$ cat src/verilog/usm_pkg.sv
// Register map, field positions and constants of the serial port status block
package usm_pkg;
  localparam int unsigned ADDR_W = 3;
  localparam logic [2:0] OFS_DATA = 3'h0;
  localparam logic [2:0] OFS_IER = 3'h1;
  localparam logic [2:0] OFS_FCR = 3'h2;
  localparam logic [2:0] OFS_LCR = 3'h3;
  localparam logic [2:0] OFS_MCR = 3'h4;
  localparam logic [2:0] OFS_LSR = 3'h5;
  localparam logic [2:0] OFS_MSR = 3'h6;
  localparam logic [2:0] OFS_SCR = 3'h7;
  localparam int unsigned LSR_TX_HOLD_EMPTY_FLAG = 5;
  localparam int unsigned LSR_TX_ALL_EMPTY_FLAG = 6;
  localparam int unsigned LSR_FERR = 7;
  localparam int unsigned LCR_DIVISOR_ACCESS_BIT = 7;
  localparam int unsigned IER_TX_HOLD_EMPTY_FLAG = 1;
  localparam int unsigned IER_MS = 3;
  localparam int unsigned MCR_DTR = 0;
  localparam int unsigned MCR_RTS = 1;
  localparam int unsigned MCR_AUX_OUTPUT_ONE = 2;
  localparam int unsigned MCR_AUX_OUTPUT_TWO = 3;
  localparam int unsigned MCR_LOOP = 4;
  localparam int unsigned DIVH_CLKSEL = 7;
  localparam int unsigned MS_CTS = 0;
  localparam int unsigned MS_DSR = 1;
  localparam int unsigned MS_RI = 2;
  localparam int unsigned MS_DCD = 3;
  localparam logic [7:0] RST_BYTE = 8'h00;
  localparam logic [4:0] RST_MCR = 5'h00;
  localparam logic [3:0] MS_IDLE = 4'h0;
  localparam logic [15:0] DIV_ZERO = 16'h0000;
  localparam logic [15:0] DIV_INV = 16'h0001;
  localparam logic [15:0] DIV_HALF = 16'h0002;
  localparam logic [15:0] DIV_ZERO_AS = 16'h0003;
  localparam logic [15:0] DIV_LOW_COUNTS = 16'h0002;
  localparam logic [15:0] CNT_ONE = 16'h0001;
endpackage : usm_pkg

$ cat src/verilog/usm_status_regs.sv
// Line status, modem status, scratch and divisor registers of the port
`timescale 1ns/100ps
// Functional notes
// Holding-empty sets when character reaches shifter
// Holding write clears holding-empty outside FIFO mode
// FIFO mode: holding-empty follows transmit FIFO empty
// Holding-empty interrupt only when its enable set
// Transmitter-empty when holding and shift both empty
// FIFO error stays zero outside FIFO mode
// FIFO error tracks receive errors, read-clear
// Change flags for CTS, DSR, carrier detect
// Ring flag only on ring input rising
// Reading modem status clears all change flags
// Any change flag raises modem status interrupt
// Current bits show inverted modem inputs normally; the code holds them at zero outside loopback
// Loopback returns modem control bits as status
// No modem pins; current bits loopback-only
// Scratch byte read/write, affects nothing
// Divisor write reloads counter; output 16x baud
// Divisor 0,1,2 special; else low two counts
// Source bit and select choose baud clock
// Software sets divisor access bit for divisors
// Both ports share contents and read side effects
module usm_status_regs
  import usm_pkg::*;
(
  input wire logic clk_sys_i,
  input wire logic nrst_i,
  input wire logic nsio_rst_i,
  input wire logic power_vcc_i,
  input wire logic [usm_pkg::ADDR_W-1:0] host_addr_i,
  input wire logic [7:0] host_wdata_i,
  input wire logic host_wr_i,
  input wire logic host_rd_i,
  output logic [7:0] host_rdata_o,
  input wire logic [usm_pkg::ADDR_W-1:0] ec_addr_i,
  input wire logic [7:0] ec_wdata_i,
  input wire logic ec_wr_i,
  input wire logic ec_rd_i,
  output logic [7:0] ec_rdata_o,
  input wire logic fifo_mode_i,
  input wire logic tx_take_i,
  input wire logic tx_shift_busy_i,
  input wire logic tx_fifo_empty_i,
  input wire logic rx_fifo_has_error_i,
  input wire logic external_clock_source_i,
  input wire logic src_slow_i,
  input wire logic src_fast_i,
  input wire logic src_ext_i,
  output logic [7:0] tx_holding_register_o,
  output logic tx_hold_valid_o,
  output logic tx_push_o,
  output logic tx_hold_empty_flag_o,
  output logic tx_all_empty_flag_o,
  output logic tx_hold_empty_flag_irq_o,
  output logic modem_irq_o,
  output logic loopback_o,
  output logic baud16_o
);
  typedef struct packed {
    logic [7:0] tx_holding_register;
    logic tx_hold_empty_flag;
    logic fifo_err;
    logic divisor_access_bit;
    logic ier_tx_hold_empty_flag;
    logic ier_ms;
    logic [4:0] modem_control_register;
    logic [7:0] scratch_byte;
    logic [7:0] div_lo;
    logic [7:0] div_hi;
    logic tx_push;
    logic [7:0] host_rdata;
    logic [7:0] ec_rdata;
  } usm_regs_s;

  usm_regs_s q;
  usm_regs_s next_q;
  logic rst_n;
  logic wr;
  logic [ADDR_W-1:0] waddr;
  logic [7:0] wdata;
  logic thr_wr;
  logic div_wr;
  logic lsr_rd;
  logic msr_rd;
  logic tx_all_empty_flag;
  logic [7:0] lsr_val;
  logic [7:0] msr_val;
  logic [15:0] divisor;

  // The runtime registers follow the I/O reset when powered from main supply
  assign rst_n = power_vcc_i ? nsio_rst_i : nrst_i;

  // The controller port wins a same-cycle write; both see one register set
  assign wr = host_wr_i | ec_wr_i;
  assign waddr = ec_wr_i ? ec_addr_i : host_addr_i;
  assign wdata = ec_wr_i ? ec_wdata_i : host_wdata_i;
  // Divisor bytes are only reachable with the access bit set
  assign thr_wr = wr & (waddr == OFS_DATA) & ~q.divisor_access_bit;
  assign div_wr = wr & q.divisor_access_bit & ((waddr == OFS_DATA) | (waddr == OFS_IER));
  // A read from either port clears the shared flags
  assign lsr_rd = (host_rd_i & (host_addr_i == OFS_LSR))
    | (ec_rd_i & (ec_addr_i == OFS_LSR));
  assign msr_rd = (host_rd_i & (host_addr_i == OFS_MSR))
    | (ec_rd_i & (ec_addr_i == OFS_MSR));

  assign tx_all_empty_flag = q.tx_hold_empty_flag & ~tx_shift_busy_i;
  // Top bit of the high byte is the clock select, not a divisor bit
  assign divisor = {1'b0, q.div_hi[DIVH_CLKSEL-1:0], q.div_lo};

  always_comb
  begin
    lsr_val = RST_BYTE;
    lsr_val[LSR_TX_HOLD_EMPTY_FLAG] = q.tx_hold_empty_flag;
    lsr_val[LSR_TX_ALL_EMPTY_FLAG] = tx_all_empty_flag;
    lsr_val[LSR_FERR] = q.fifo_err;
  end

  function automatic logic [7:0] read_mux(input logic [ADDR_W-1:0] a);
    logic [7:0] v;
    v = RST_BYTE;
    unique case (a)
      OFS_DATA: v = q.divisor_access_bit ? q.div_lo : RST_BYTE;
      OFS_IER:
      begin
        if (q.divisor_access_bit)
          v = q.div_hi;
        else
        begin
          v[IER_TX_HOLD_EMPTY_FLAG] = q.ier_tx_hold_empty_flag;
          v[IER_MS] = q.ier_ms;
        end
      end
      OFS_FCR: v = RST_BYTE;
      OFS_LCR: v[LCR_DIVISOR_ACCESS_BIT] = q.divisor_access_bit;
      OFS_MCR: v[MCR_LOOP:0] = q.modem_control_register;
      OFS_LSR: v = lsr_val;
      OFS_MSR: v = msr_val;
      OFS_SCR: v = q.scratch_byte;
    endcase
    return v;
  endfunction : read_mux

  always_comb
  begin
    next_q = q;
    next_q.tx_push = 1'b0;
    if (wr)
    begin
      unique case (waddr)
        OFS_DATA:
        begin
          if (q.divisor_access_bit)
            next_q.div_lo = wdata;
          else
            next_q.tx_holding_register = wdata;
        end
        OFS_IER:
        begin
          if (q.divisor_access_bit)
            next_q.div_hi = wdata;
          else
          begin
            next_q.ier_tx_hold_empty_flag = wdata[IER_TX_HOLD_EMPTY_FLAG];
            next_q.ier_ms = wdata[IER_MS];
          end
        end
        OFS_LCR: next_q.divisor_access_bit = wdata[LCR_DIVISOR_ACCESS_BIT];
        OFS_MCR: next_q.modem_control_register = wdata[MCR_LOOP:0];
        OFS_SCR: next_q.scratch_byte = wdata;
        OFS_FCR, OFS_LSR, OFS_MSR: next_q.scratch_byte = q.scratch_byte;
      endcase
    end
    if (fifo_mode_i)
    begin
      // External FIFO must report not-empty in the same cycle as the push
      next_q.tx_hold_empty_flag = ~thr_wr & tx_fifo_empty_i;
      next_q.tx_push = thr_wr;
    end
    else if (thr_wr)
      next_q.tx_hold_empty_flag = 1'b0;
    else if (tx_take_i)
      next_q.tx_hold_empty_flag = 1'b1;
    // New errors win over a line status read in the same cycle
    if (!fifo_mode_i)
      next_q.fifo_err = 1'b0;
    else
      next_q.fifo_err = rx_fifo_has_error_i | (q.fifo_err & ~lsr_rd);
    next_q.host_rdata = host_rd_i ? read_mux(host_addr_i) : RST_BYTE;
    next_q.ec_rdata = ec_rd_i ? read_mux(ec_addr_i) : RST_BYTE;
  end

  always_ff @(posedge clk_sys_i or negedge rst_n)
  begin
    if (!rst_n)
    begin
      q <= '0;
      q.tx_hold_empty_flag <= 1'b1;
      q.modem_control_register <= RST_MCR;
    end
    else
      q <= next_q;
  end

  usm_modem_status u_modem_status (
    .clk_sys_i(clk_sys_i),
    .nrst_i(rst_n),
    .loopback_i(q.modem_control_register[MCR_LOOP]),
    .mcr_i(q.modem_control_register[MCR_AUX_OUTPUT_TWO:MCR_DTR]),
    .status_read_i(msr_rd),
    .msr_o(msr_val)
  );

  usm_baud_gen u_baud_gen (
    .clk_sys_i(clk_sys_i),
    .nrst_i(rst_n),
    .src_slow_i(src_slow_i),
    .src_fast_i(src_fast_i),
    .src_ext_i(src_ext_i),
    .ext_source_i(external_clock_source_i),
    .clock_select_i(q.div_hi[DIVH_CLKSEL]),
    .divisor_i(divisor),
    .reload_i(div_wr),
    .baud16_o(baud16_o)
  );

  assign host_rdata_o = q.host_rdata;
  assign ec_rdata_o = q.ec_rdata;
  assign tx_holding_register_o = q.tx_holding_register;
  assign tx_hold_valid_o = ~q.tx_hold_empty_flag & ~fifo_mode_i;
  assign tx_push_o = q.tx_push;
  assign tx_hold_empty_flag_o = q.tx_hold_empty_flag;
  assign tx_all_empty_flag_o = tx_all_empty_flag;
  assign tx_hold_empty_flag_irq_o = q.tx_hold_empty_flag & q.ier_tx_hold_empty_flag;
  // Any delta bit raises the request while it is enabled
  assign modem_irq_o = (|msr_val[MS_DCD:MS_CTS]) & q.ier_ms;
  assign loopback_o = q.modem_control_register[MCR_LOOP];
endmodule : usm_status_regs

$ cat src/verilog/usm_baud_gen.sv
// Programmable 16x baud clock generator with source select and reload
`timescale 1ns/100ps
module usm_baud_gen
  import usm_pkg::*;
(
  input wire logic clk_sys_i,
  input wire logic nrst_i,
  input wire logic src_slow_i,
  input wire logic src_fast_i,
  input wire logic src_ext_i,
  input wire logic ext_source_i,
  input wire logic clock_select_i,
  input wire logic [15:0] divisor_i,
  input wire logic reload_i,
  output logic baud16_o
);
  typedef struct packed {
    logic src;
    logic [15:0] cnt;
    logic out;
  } usm_baud_s;
  usm_baud_s q;
  usm_baud_s next_q;
  logic src;
  logic rise;
  logic [15:0] span;
  logic [15:0] cnt_inc;

  always_comb
  begin
    // With the external source chosen the select bit is ignored
    src = ext_source_i ? src_ext_i : (clock_select_i ? src_fast_i : src_slow_i);
    rise = src & ~q.src;
    span = (divisor_i == DIV_ZERO) ? DIV_ZERO_AS : divisor_i;
    cnt_inc = q.cnt + CNT_ONE;
    next_q = q;
    next_q.src = src;
    if (reload_i)
    begin
      // Restart at once so a fresh divisor never waits out an old count
      next_q.cnt = DIV_ZERO;
      next_q.out = 1'b0;
    end
    else if (divisor_i == DIV_INV)
      next_q.out = ~src;
    else if (rise && divisor_i == DIV_HALF)
      next_q.out = ~q.out;
    else if (rise)
    begin
      next_q.cnt = (cnt_inc >= span) ? DIV_ZERO : cnt_inc;
      next_q.out = (next_q.cnt >= DIV_LOW_COUNTS);
    end
  end

  always_ff @(posedge clk_sys_i or negedge nrst_i)
  begin
    if (!nrst_i)
      q <= '0;
    else
      q <= next_q;
  end

  assign baud16_o = q.out;
endmodule : usm_baud_gen

$ cat src/verilog/usm_modem_status.sv
// Modem status current state and change flags with loopback mapping
`timescale 1ns/100ps
module usm_modem_status
  import usm_pkg::*;
(
  input wire logic clk_sys_i,
  input wire logic nrst_i,
  input wire logic loopback_i,
  input wire logic [3:0] mcr_i,
  input wire logic status_read_i,
  output logic [7:0] msr_o
);
  typedef struct packed {
    logic [3:0] cur;
    logic [3:0] delta;
  } usm_msr_s;
  usm_msr_s q;
  usm_msr_s next_q;
  logic [3:0] set;

  always_comb
  begin
    next_q = q;
    // No modem pins exist, so outside loopback the lines sit idle
    next_q.cur = MS_IDLE;
    if (loopback_i)
    begin
      next_q.cur[MS_CTS] = mcr_i[MCR_RTS];
      next_q.cur[MS_DSR] = mcr_i[MCR_DTR];
      next_q.cur[MS_RI] = mcr_i[MCR_AUX_OUTPUT_ONE];
      next_q.cur[MS_DCD] = mcr_i[MCR_AUX_OUTPUT_TWO];
    end
    set = next_q.cur ^ q.cur;
    // Ring flags only when the pin level returns high
    set[MS_RI] = q.cur[MS_RI] & ~next_q.cur[MS_RI];
    // A change in the read cycle survives the clear
    next_q.delta = (status_read_i ? MS_IDLE : q.delta) | set;
  end

  always_ff @(posedge clk_sys_i or negedge nrst_i)
  begin
    if (!nrst_i)
      q <= '0;
    else
      q <= next_q;
  end

  assign msr_o = {q.cur, q.delta};
endmodule : usm_modem_status

$ cat config.mk
export PLATFORM = sky130hd
export DESIGN_NAME = usm_status_regs
export DESIGN_NICKNAME = d
export VERILOG_FILES = /design/src/verilog/usm_pkg.sv /design/src/verilog/usm_status_regs.sv /design/src/verilog/usm_baud_gen.sv /design/src/verilog/usm_modem_status.sv
export SDC_FILE = /design/constraint.sdc
export NUM_CORES = 1
export LEC_CHECK = 0
export ABC_AREA = 1
export BUFFER_PORTS_ARGS = -buffer_cell sky130_fd_sc_hd__buf_2
export CAP_MARGIN = 15
export CORE_MARGIN = 8
export CORE_UTILIZATION = 50
export CTS_CLUSTER_DIAMETER = 80
export DETAILED_ROUTE_END_ITERATION = 7
export MAX_ROUTING_LAYER = met4
export PLACE_DENSITY_LB_ADDON = 0.05
export SLEW_MARGIN = 25
export SYNTH_ARGS = -nofsm -noshare
export SYNTH_HDL_FRONTEND = slang
export SYNTH_HIERARCHICAL = 1
export SYNTH_SLANG_ARGS = --single-unit
$ cat constraint.sdc
create_clock -name clk_sys_i -period 4.9 [get_ports clk_sys_i]
set_input_delay 0.49 -clock clk_sys_i [delete_from_list [all_inputs] [get_ports clk_sys_i]]
set_output_delay 0.49 -clock clk_sys_i [all_outputs]
set_load 0.01 [all_outputs]
[Word level (Yosys, flattened, before mapping)]
Cells that the tools add are included.
Word-level totals
  bits in registers: 85
Operators by class
  add/sub/neg operators: 1
  order comparisons: 2
  equal/unequal tests: 20
  muxes and demuxes: 34
  bitwise logic cells: 33
  reduce and logical (&&, ||, !) cells: 17
Operators with widths (number)
  $pmux 5 s5: 2
  $mux 16: 3
  $mux 17: 2
  $mux 8: 4
  $eq 3x3->1 const B: 10
  $pmux 2 s5: 2
  $add 16x1->16 const B: 1
  $and 1x1->1: 16
  $ge 16x16->1: 1
  $ge 16x2->1 const B: 1
  $logic_not 16->1: 1
  $eq 15x1->1 const B: 1
  $eq 15x2->1 const B: 1
  $mux 15: 1
  $reduce_and 3->1: 5
  $mux 1: 14
  $mux 4: 3
  $pmux 1 s6: 2
  $not 1->1: 10
  $eq 3x1->1 const B: 3
  $eq 3x2->1 const B: 3
  $logic_not 3->1: 3
  $reduce_and 2->1: 3
  $or 1x1->1: 5
  9 further kinds: 10

[Longest topological paths before layout]
  depth after elaboration: 9
  mapped depth: 22
  gate-level depth less buffers: 22

[Modules after synthesis]
The synthesis kept the hierarchy.
By module, submodules not included
  usm_status_regs: times used 1, cells an instance 515, area an instance 3603.5 um^2, sequential area each 1477.7 um^2
  usm_baud_gen: times used 1, cells an instance 265, area an instance 1794.2 um^2, sequential area each 450.4 um^2
  usm_modem_status: times used 1, cells an instance 35, area an instance 309.0 um^2, sequential area each 200.2 um^2

[Least setup slack after synthesis]
No wires, ideal clock.
  path kind: register to register
  start: reg u_baud_gen/q[1] (netlist name)
  end: reg u_baud_gen.q, in the netlist u_baud_gen/baud16_o
  library setup time: 0.119 ns
  data arrival time: 2.423 ns
  path slack: 2.358 ns
  stages on the path, launching flop included: 19
  clock period less this slack: 2.542 ns
  cell sequence: dfrtp_1 -> ha_1 -> nand2_4 -> nor2_4 -> nand3_1 -> xor2_1 -> inv_1 -> ha_1 -> nand4_1 -> a21oi_1 -> nor2_4 -> nand2_2 -> inv_2 -> nand2_1 -> nand2_2 -> nor2_2 -> nand3_1 -> nand2_1 -> nand2_1
Between the ends
  longest elaborated chain between the ends: 8
Ends and longest elaborated chain
  start, declared: line usm_baud_gen.sv:22  | usm_baud_s q;
  start signal, assigned: line usm_baud_gen.sv:60  | q <= next_q;
  $add 16x1->16 *: line usm_baud_gen.sv:35  | cnt_inc = q.cnt + CNT_ONE;
  $ge 16x16->1: line usm_baud_gen.sv:50  | next_q.cnt = (cnt_inc >= span) ? DIV_ZERO : cnt_inc;
  $mux 16 *: line usm_baud_gen.sv:50
  $ge 16x2->1 *: line usm_baud_gen.sv:51  | next_q.out = (next_q.cnt >= DIV_LOW_COUNTS);
  $mux 17 *: line usm_baud_gen.sv:48  | else if (rise)
  $mux 1 *: line usm_baud_gen.sv:46  | else if (rise && divisor_i == DIV_HALF)
  $mux 1 *: line usm_baud_gen.sv:44  | else if (divisor_i == DIV_INV)
  $mux 17 *: line usm_baud_gen.sv:38  | if (reload_i)
Every way passes the cells marked *; elsewhere a longest branch is shown, timed or not. The select of a mux whose other input is x is not followed.
A chain may end at the register's enable or synchronous reset.

[Worst setup path in the final report]
Ends and elaborated chain as after synthesis.

==> flow_summary_export.csv <==
group,metric,value,unit
critical_path,r2r_end,"u_baud_gen/baud16_o",
flow_run,drv_cap,0,
route,ant_nets,0,
yosys,yosys-top-cells-area,"dfrtp_1 37%, nand2_1 18%, nand3_1 7.4%, inv_1 5.9%, nand4_1 4.8%",
sta,worstMarginPinSlew,0.889,ns
layout,finalInstanceArea,0.00628,mm^2
place,place_congestion,0.929,
layout,multi_input_area,0.00292,mm^2
clocking,clockBufferDepth,2,
sta,finalCritPeriodShare,60.4,%
sta,min_period,2.96,ns
critical_path,path_class,"register to register",
critical_path,crit_path_end_kind,"register",
yosys,synth-seq-area-share,37.3,%
layout,final_cells,1001,
critical_path,start_kind,"register",
floorplan,die_width,123,um
place,placedInstanceArea,0.00595,mm^2
clocking,clk-insertion-delay-late,0.35,ns
critical_path,rr_startpoint,"u_baud_gen/q[1]",
critical_path,worst-r2r-cell-count,18,
sta,max_slew_margin,40.5,%
layout,n_antenna_cell,0,
route,first_pass_iters,5,
floorplan,fp.dieH,123,um
yosys,ys_async_sr_fraction,100,%
route,viasPerCell,5.42,
sta,clock_skew,0.00798,ns
sta,hold_viol_final,0,
route,routedWlPerCell,16.4,um
power,total_power,3.19,mW
sta,setup_viol,0,
layout,fin_util,55.7,%
layout,n_fill_cell,1147,
yosys,synth_edf_count,0,
layout,layout_common_cells,"274 x nand2_1, 90 x inv_1, 84 x nand3_1, 84 x dfrtp_1, 70 x buf_2",
clocking,htreeDepth,3,
sta,rsz0062_at_grt,"no",
critical_path,arrival,3.20,ns
sta,timing.fmax,0.338,GHz
yosys,synth_top_family_by_area,"simple AND/OR/NAND/NOR gates",
yosys,avgSynthCellArea,7.00,um^2
global_route,grtUsageTotal,23.5,%
yosys,syn_inst,815,
layout,layout-drive-gt1-share,15.3,%
place,numPortBuffers,70,
yosys,synth_seq_cells,85,
floorplan,start_util,50.6,%
layout,final_common_cell,"nand2_1",
clocking,root_buffer,"clkbuf_16",
critical_path,ff2ff_setup_slack,1.94,ns
clocking,clkTransAtPathRegs,0.07,ns
critical_path,crit_path_max_fanout,10,
sta,holdWs,0.309,ns
sta,fin_tns_setup,0,ns
clocking,cts_tree,"yes",
route,vias,5429,
sta,setup_ws,1.94,ns
place,placedCellCount,985,
route,drcViolationCount,0,
power,p_leak,3.45,nW
place,place_hpwl,12400,um
floorplan,core,0.0113,mm^2
layout,regArea,0.00213,mm^2
yosys,synthXorXnorAreaFrac,1.36,%
yosys,synthDistinctLibCells,38,
global_route,grt-ovfl-total,0,
floorplan,rows,39,
critical_path,crit_required,5.14,ns
run_status,outcome,"completed",
yosys,synthSimpleGateAreaFrac,40.5,%
global_route,antenna_found_initial,0,
yosys,synthAdderAreaFrac,3.73,%
yosys,yosys.area.top_type,"dfrtp_1",
yosys,yosys_warnings,6,
floorplan,io_pins,71,
sta,slew_violations,0,
layout,nets,909,
yosys,synth_top_area_share,36.8,%
route,drt_iter0_drc,456,
global_route,grt_pass1_wl,27000,um
floorplan,die_area,0.0151,mm^2
worst_hold_path,hold_path.class,"primary input to asynchronous set/reset pin",
clocking,cts_resized,0,
layout,area_delta_synth_final,10.0,%
yosys,synth_compound_gate_area_share,5.09,%
clocking,cts_setup_buffers,0,
clocking,cts_sinks,85,
yosys,synth_top_flop_cell,"dfrtp_1",
yosys,syn-cell-area,0.00571,mm^2
global_route,grt_start_max_net_pins,86,
global_route,grt_pass1_vias,5311,
place,place_ws,2.00,ns
clocking,hold_buffers,0,
route,wl,16400,um
power,vdd.ir_drop.worst,299,uV
clocking,numCtsBuffers,9,
yosys,synthMuxAreaShare,0.197,%
yosys,syn-num-nets,871,
power,p_per_area,508,mW/mm^2
synthesized netlist by cell type, types with 2 or more instances:
cell type and number:
ha_1 17, buf_4 27, nor3_1 4, nor4_1 2
nor2_2 9, nor2_1 68, buf_6 3, xor2_1 7
clkbuf_1 4, nand2_2 9, nand2_1 274, nand2_4 5
o21ai_1 12, dfrtp_1 84, clkinv_1 2, buf_2 9
o21ai_0 16, o211ai_1 4, a21oi_1 10, o22ai_1 3
nand3_2 4, inv_1 90, nand4_1 44, nand3_1 84
inv_2 6, nor2_4 6
worst max-delay path by stage:
| stage | end | slack, ns | depth (start not counted) | startpoint |
|---|---|---|---|---|
| 2_1_floorplan | u_baud_gen/baud16_o | 2.36 | 18 | u_baud_gen/q[1] |
| 3_3_place_gp | u_baud_gen/baud16_o | 2.09 | 18 | u_baud_gen/q[1] |
| 3_5_place_dp | u_baud_gen/baud16_o | 2.00 | 18 | u_baud_gen/q[1] |
| 4_1_cts | u_baud_gen/baud16_o | 1.97 | 18 | u_baud_gen/q[1] |
| 5_1_grt | u_baud_gen/baud16_o | 1.71 | 18 | u_baud_gen/q[1] |
| 6_report | u_baud_gen/baud16_o | 1.94 | 18 | u_baud_gen/q[1] |
critical path, stage by stage, from the launching register on:
cell	delay, ns
dfrtp_1	0.47
ha_1	0.36
nand2_4	0.11
nor2_4	0.10
nand3_1	0.08
xor2_1	0.24
inv_1	0.07
ha_1	0.28
nand4_1	0.12
a21oi_1	0.25
nor2_4	0.09
nand2_2	0.13
inv_2	0.11
nand2_1	0.11
nand2_2	0.06
nor2_2	0.08
nand3_1	0.09
nand2_1	0.06
nand2_1	0.05
routing by layer:
layer | share of wire, % | track usage (%) | wire length [um] | up-vias
li1 | - | - | - | 2669
met1 | 49 | 33.1 | 7940 | 2564
met2 | 44 | 33.9 | 7150 | 181
met3 | 6.7 | 4.60 | 1100 | 15
met4 | 1.1 | 5.86 | 182 | 0
met5 | 0 | - | 0 | -
kinds of logic (layout without fill, tap and decap cells):
group / count (synthesis) / in the layout
xor+xnor: 8 / 8
fa+ha+maj: 17 / 17
flops: 85 / 85
simple gates: 511 / 511
compound gates: 50 / 50
other cells: 1 / 1
buf+inv: 142 / 185
mux: 1 / 1
area by class of cell:
class / instances / share of cell area, %
Timing Repair Buffer: 70 / 5.58
Sequential cell: 85 / 33.9
Inverter: 99 / 5.96
Tap cell: 143 / 2.85
Multi-Input combinational cell: 588 / 46.5
Clock inverter: 5 / 1.32
Clock buffer: 11 / 3.87
state kept, by name, summed over array words and instances (netlist names), 8 cells and up:
| signal | flops |
|---|---|
| u_modem_status/msr_o | 8 |
| u_baud_gen/q | 17 |
| q | 16 |
| tx_holding_register_o | 8 |
| ec_rdata_o | 8 |
| divisor | 15 |
| host_rdata_o | 8 |
where the power goes:
part	total, mW	switching (mW)	internal [mW]
sequential	1.17	0.258	0.912
clock	0.754	0.291	0.463
combinational	1.27	0.825	0.441
total	3.19	1.37	1.82
(Power assumes the default switching activity.)
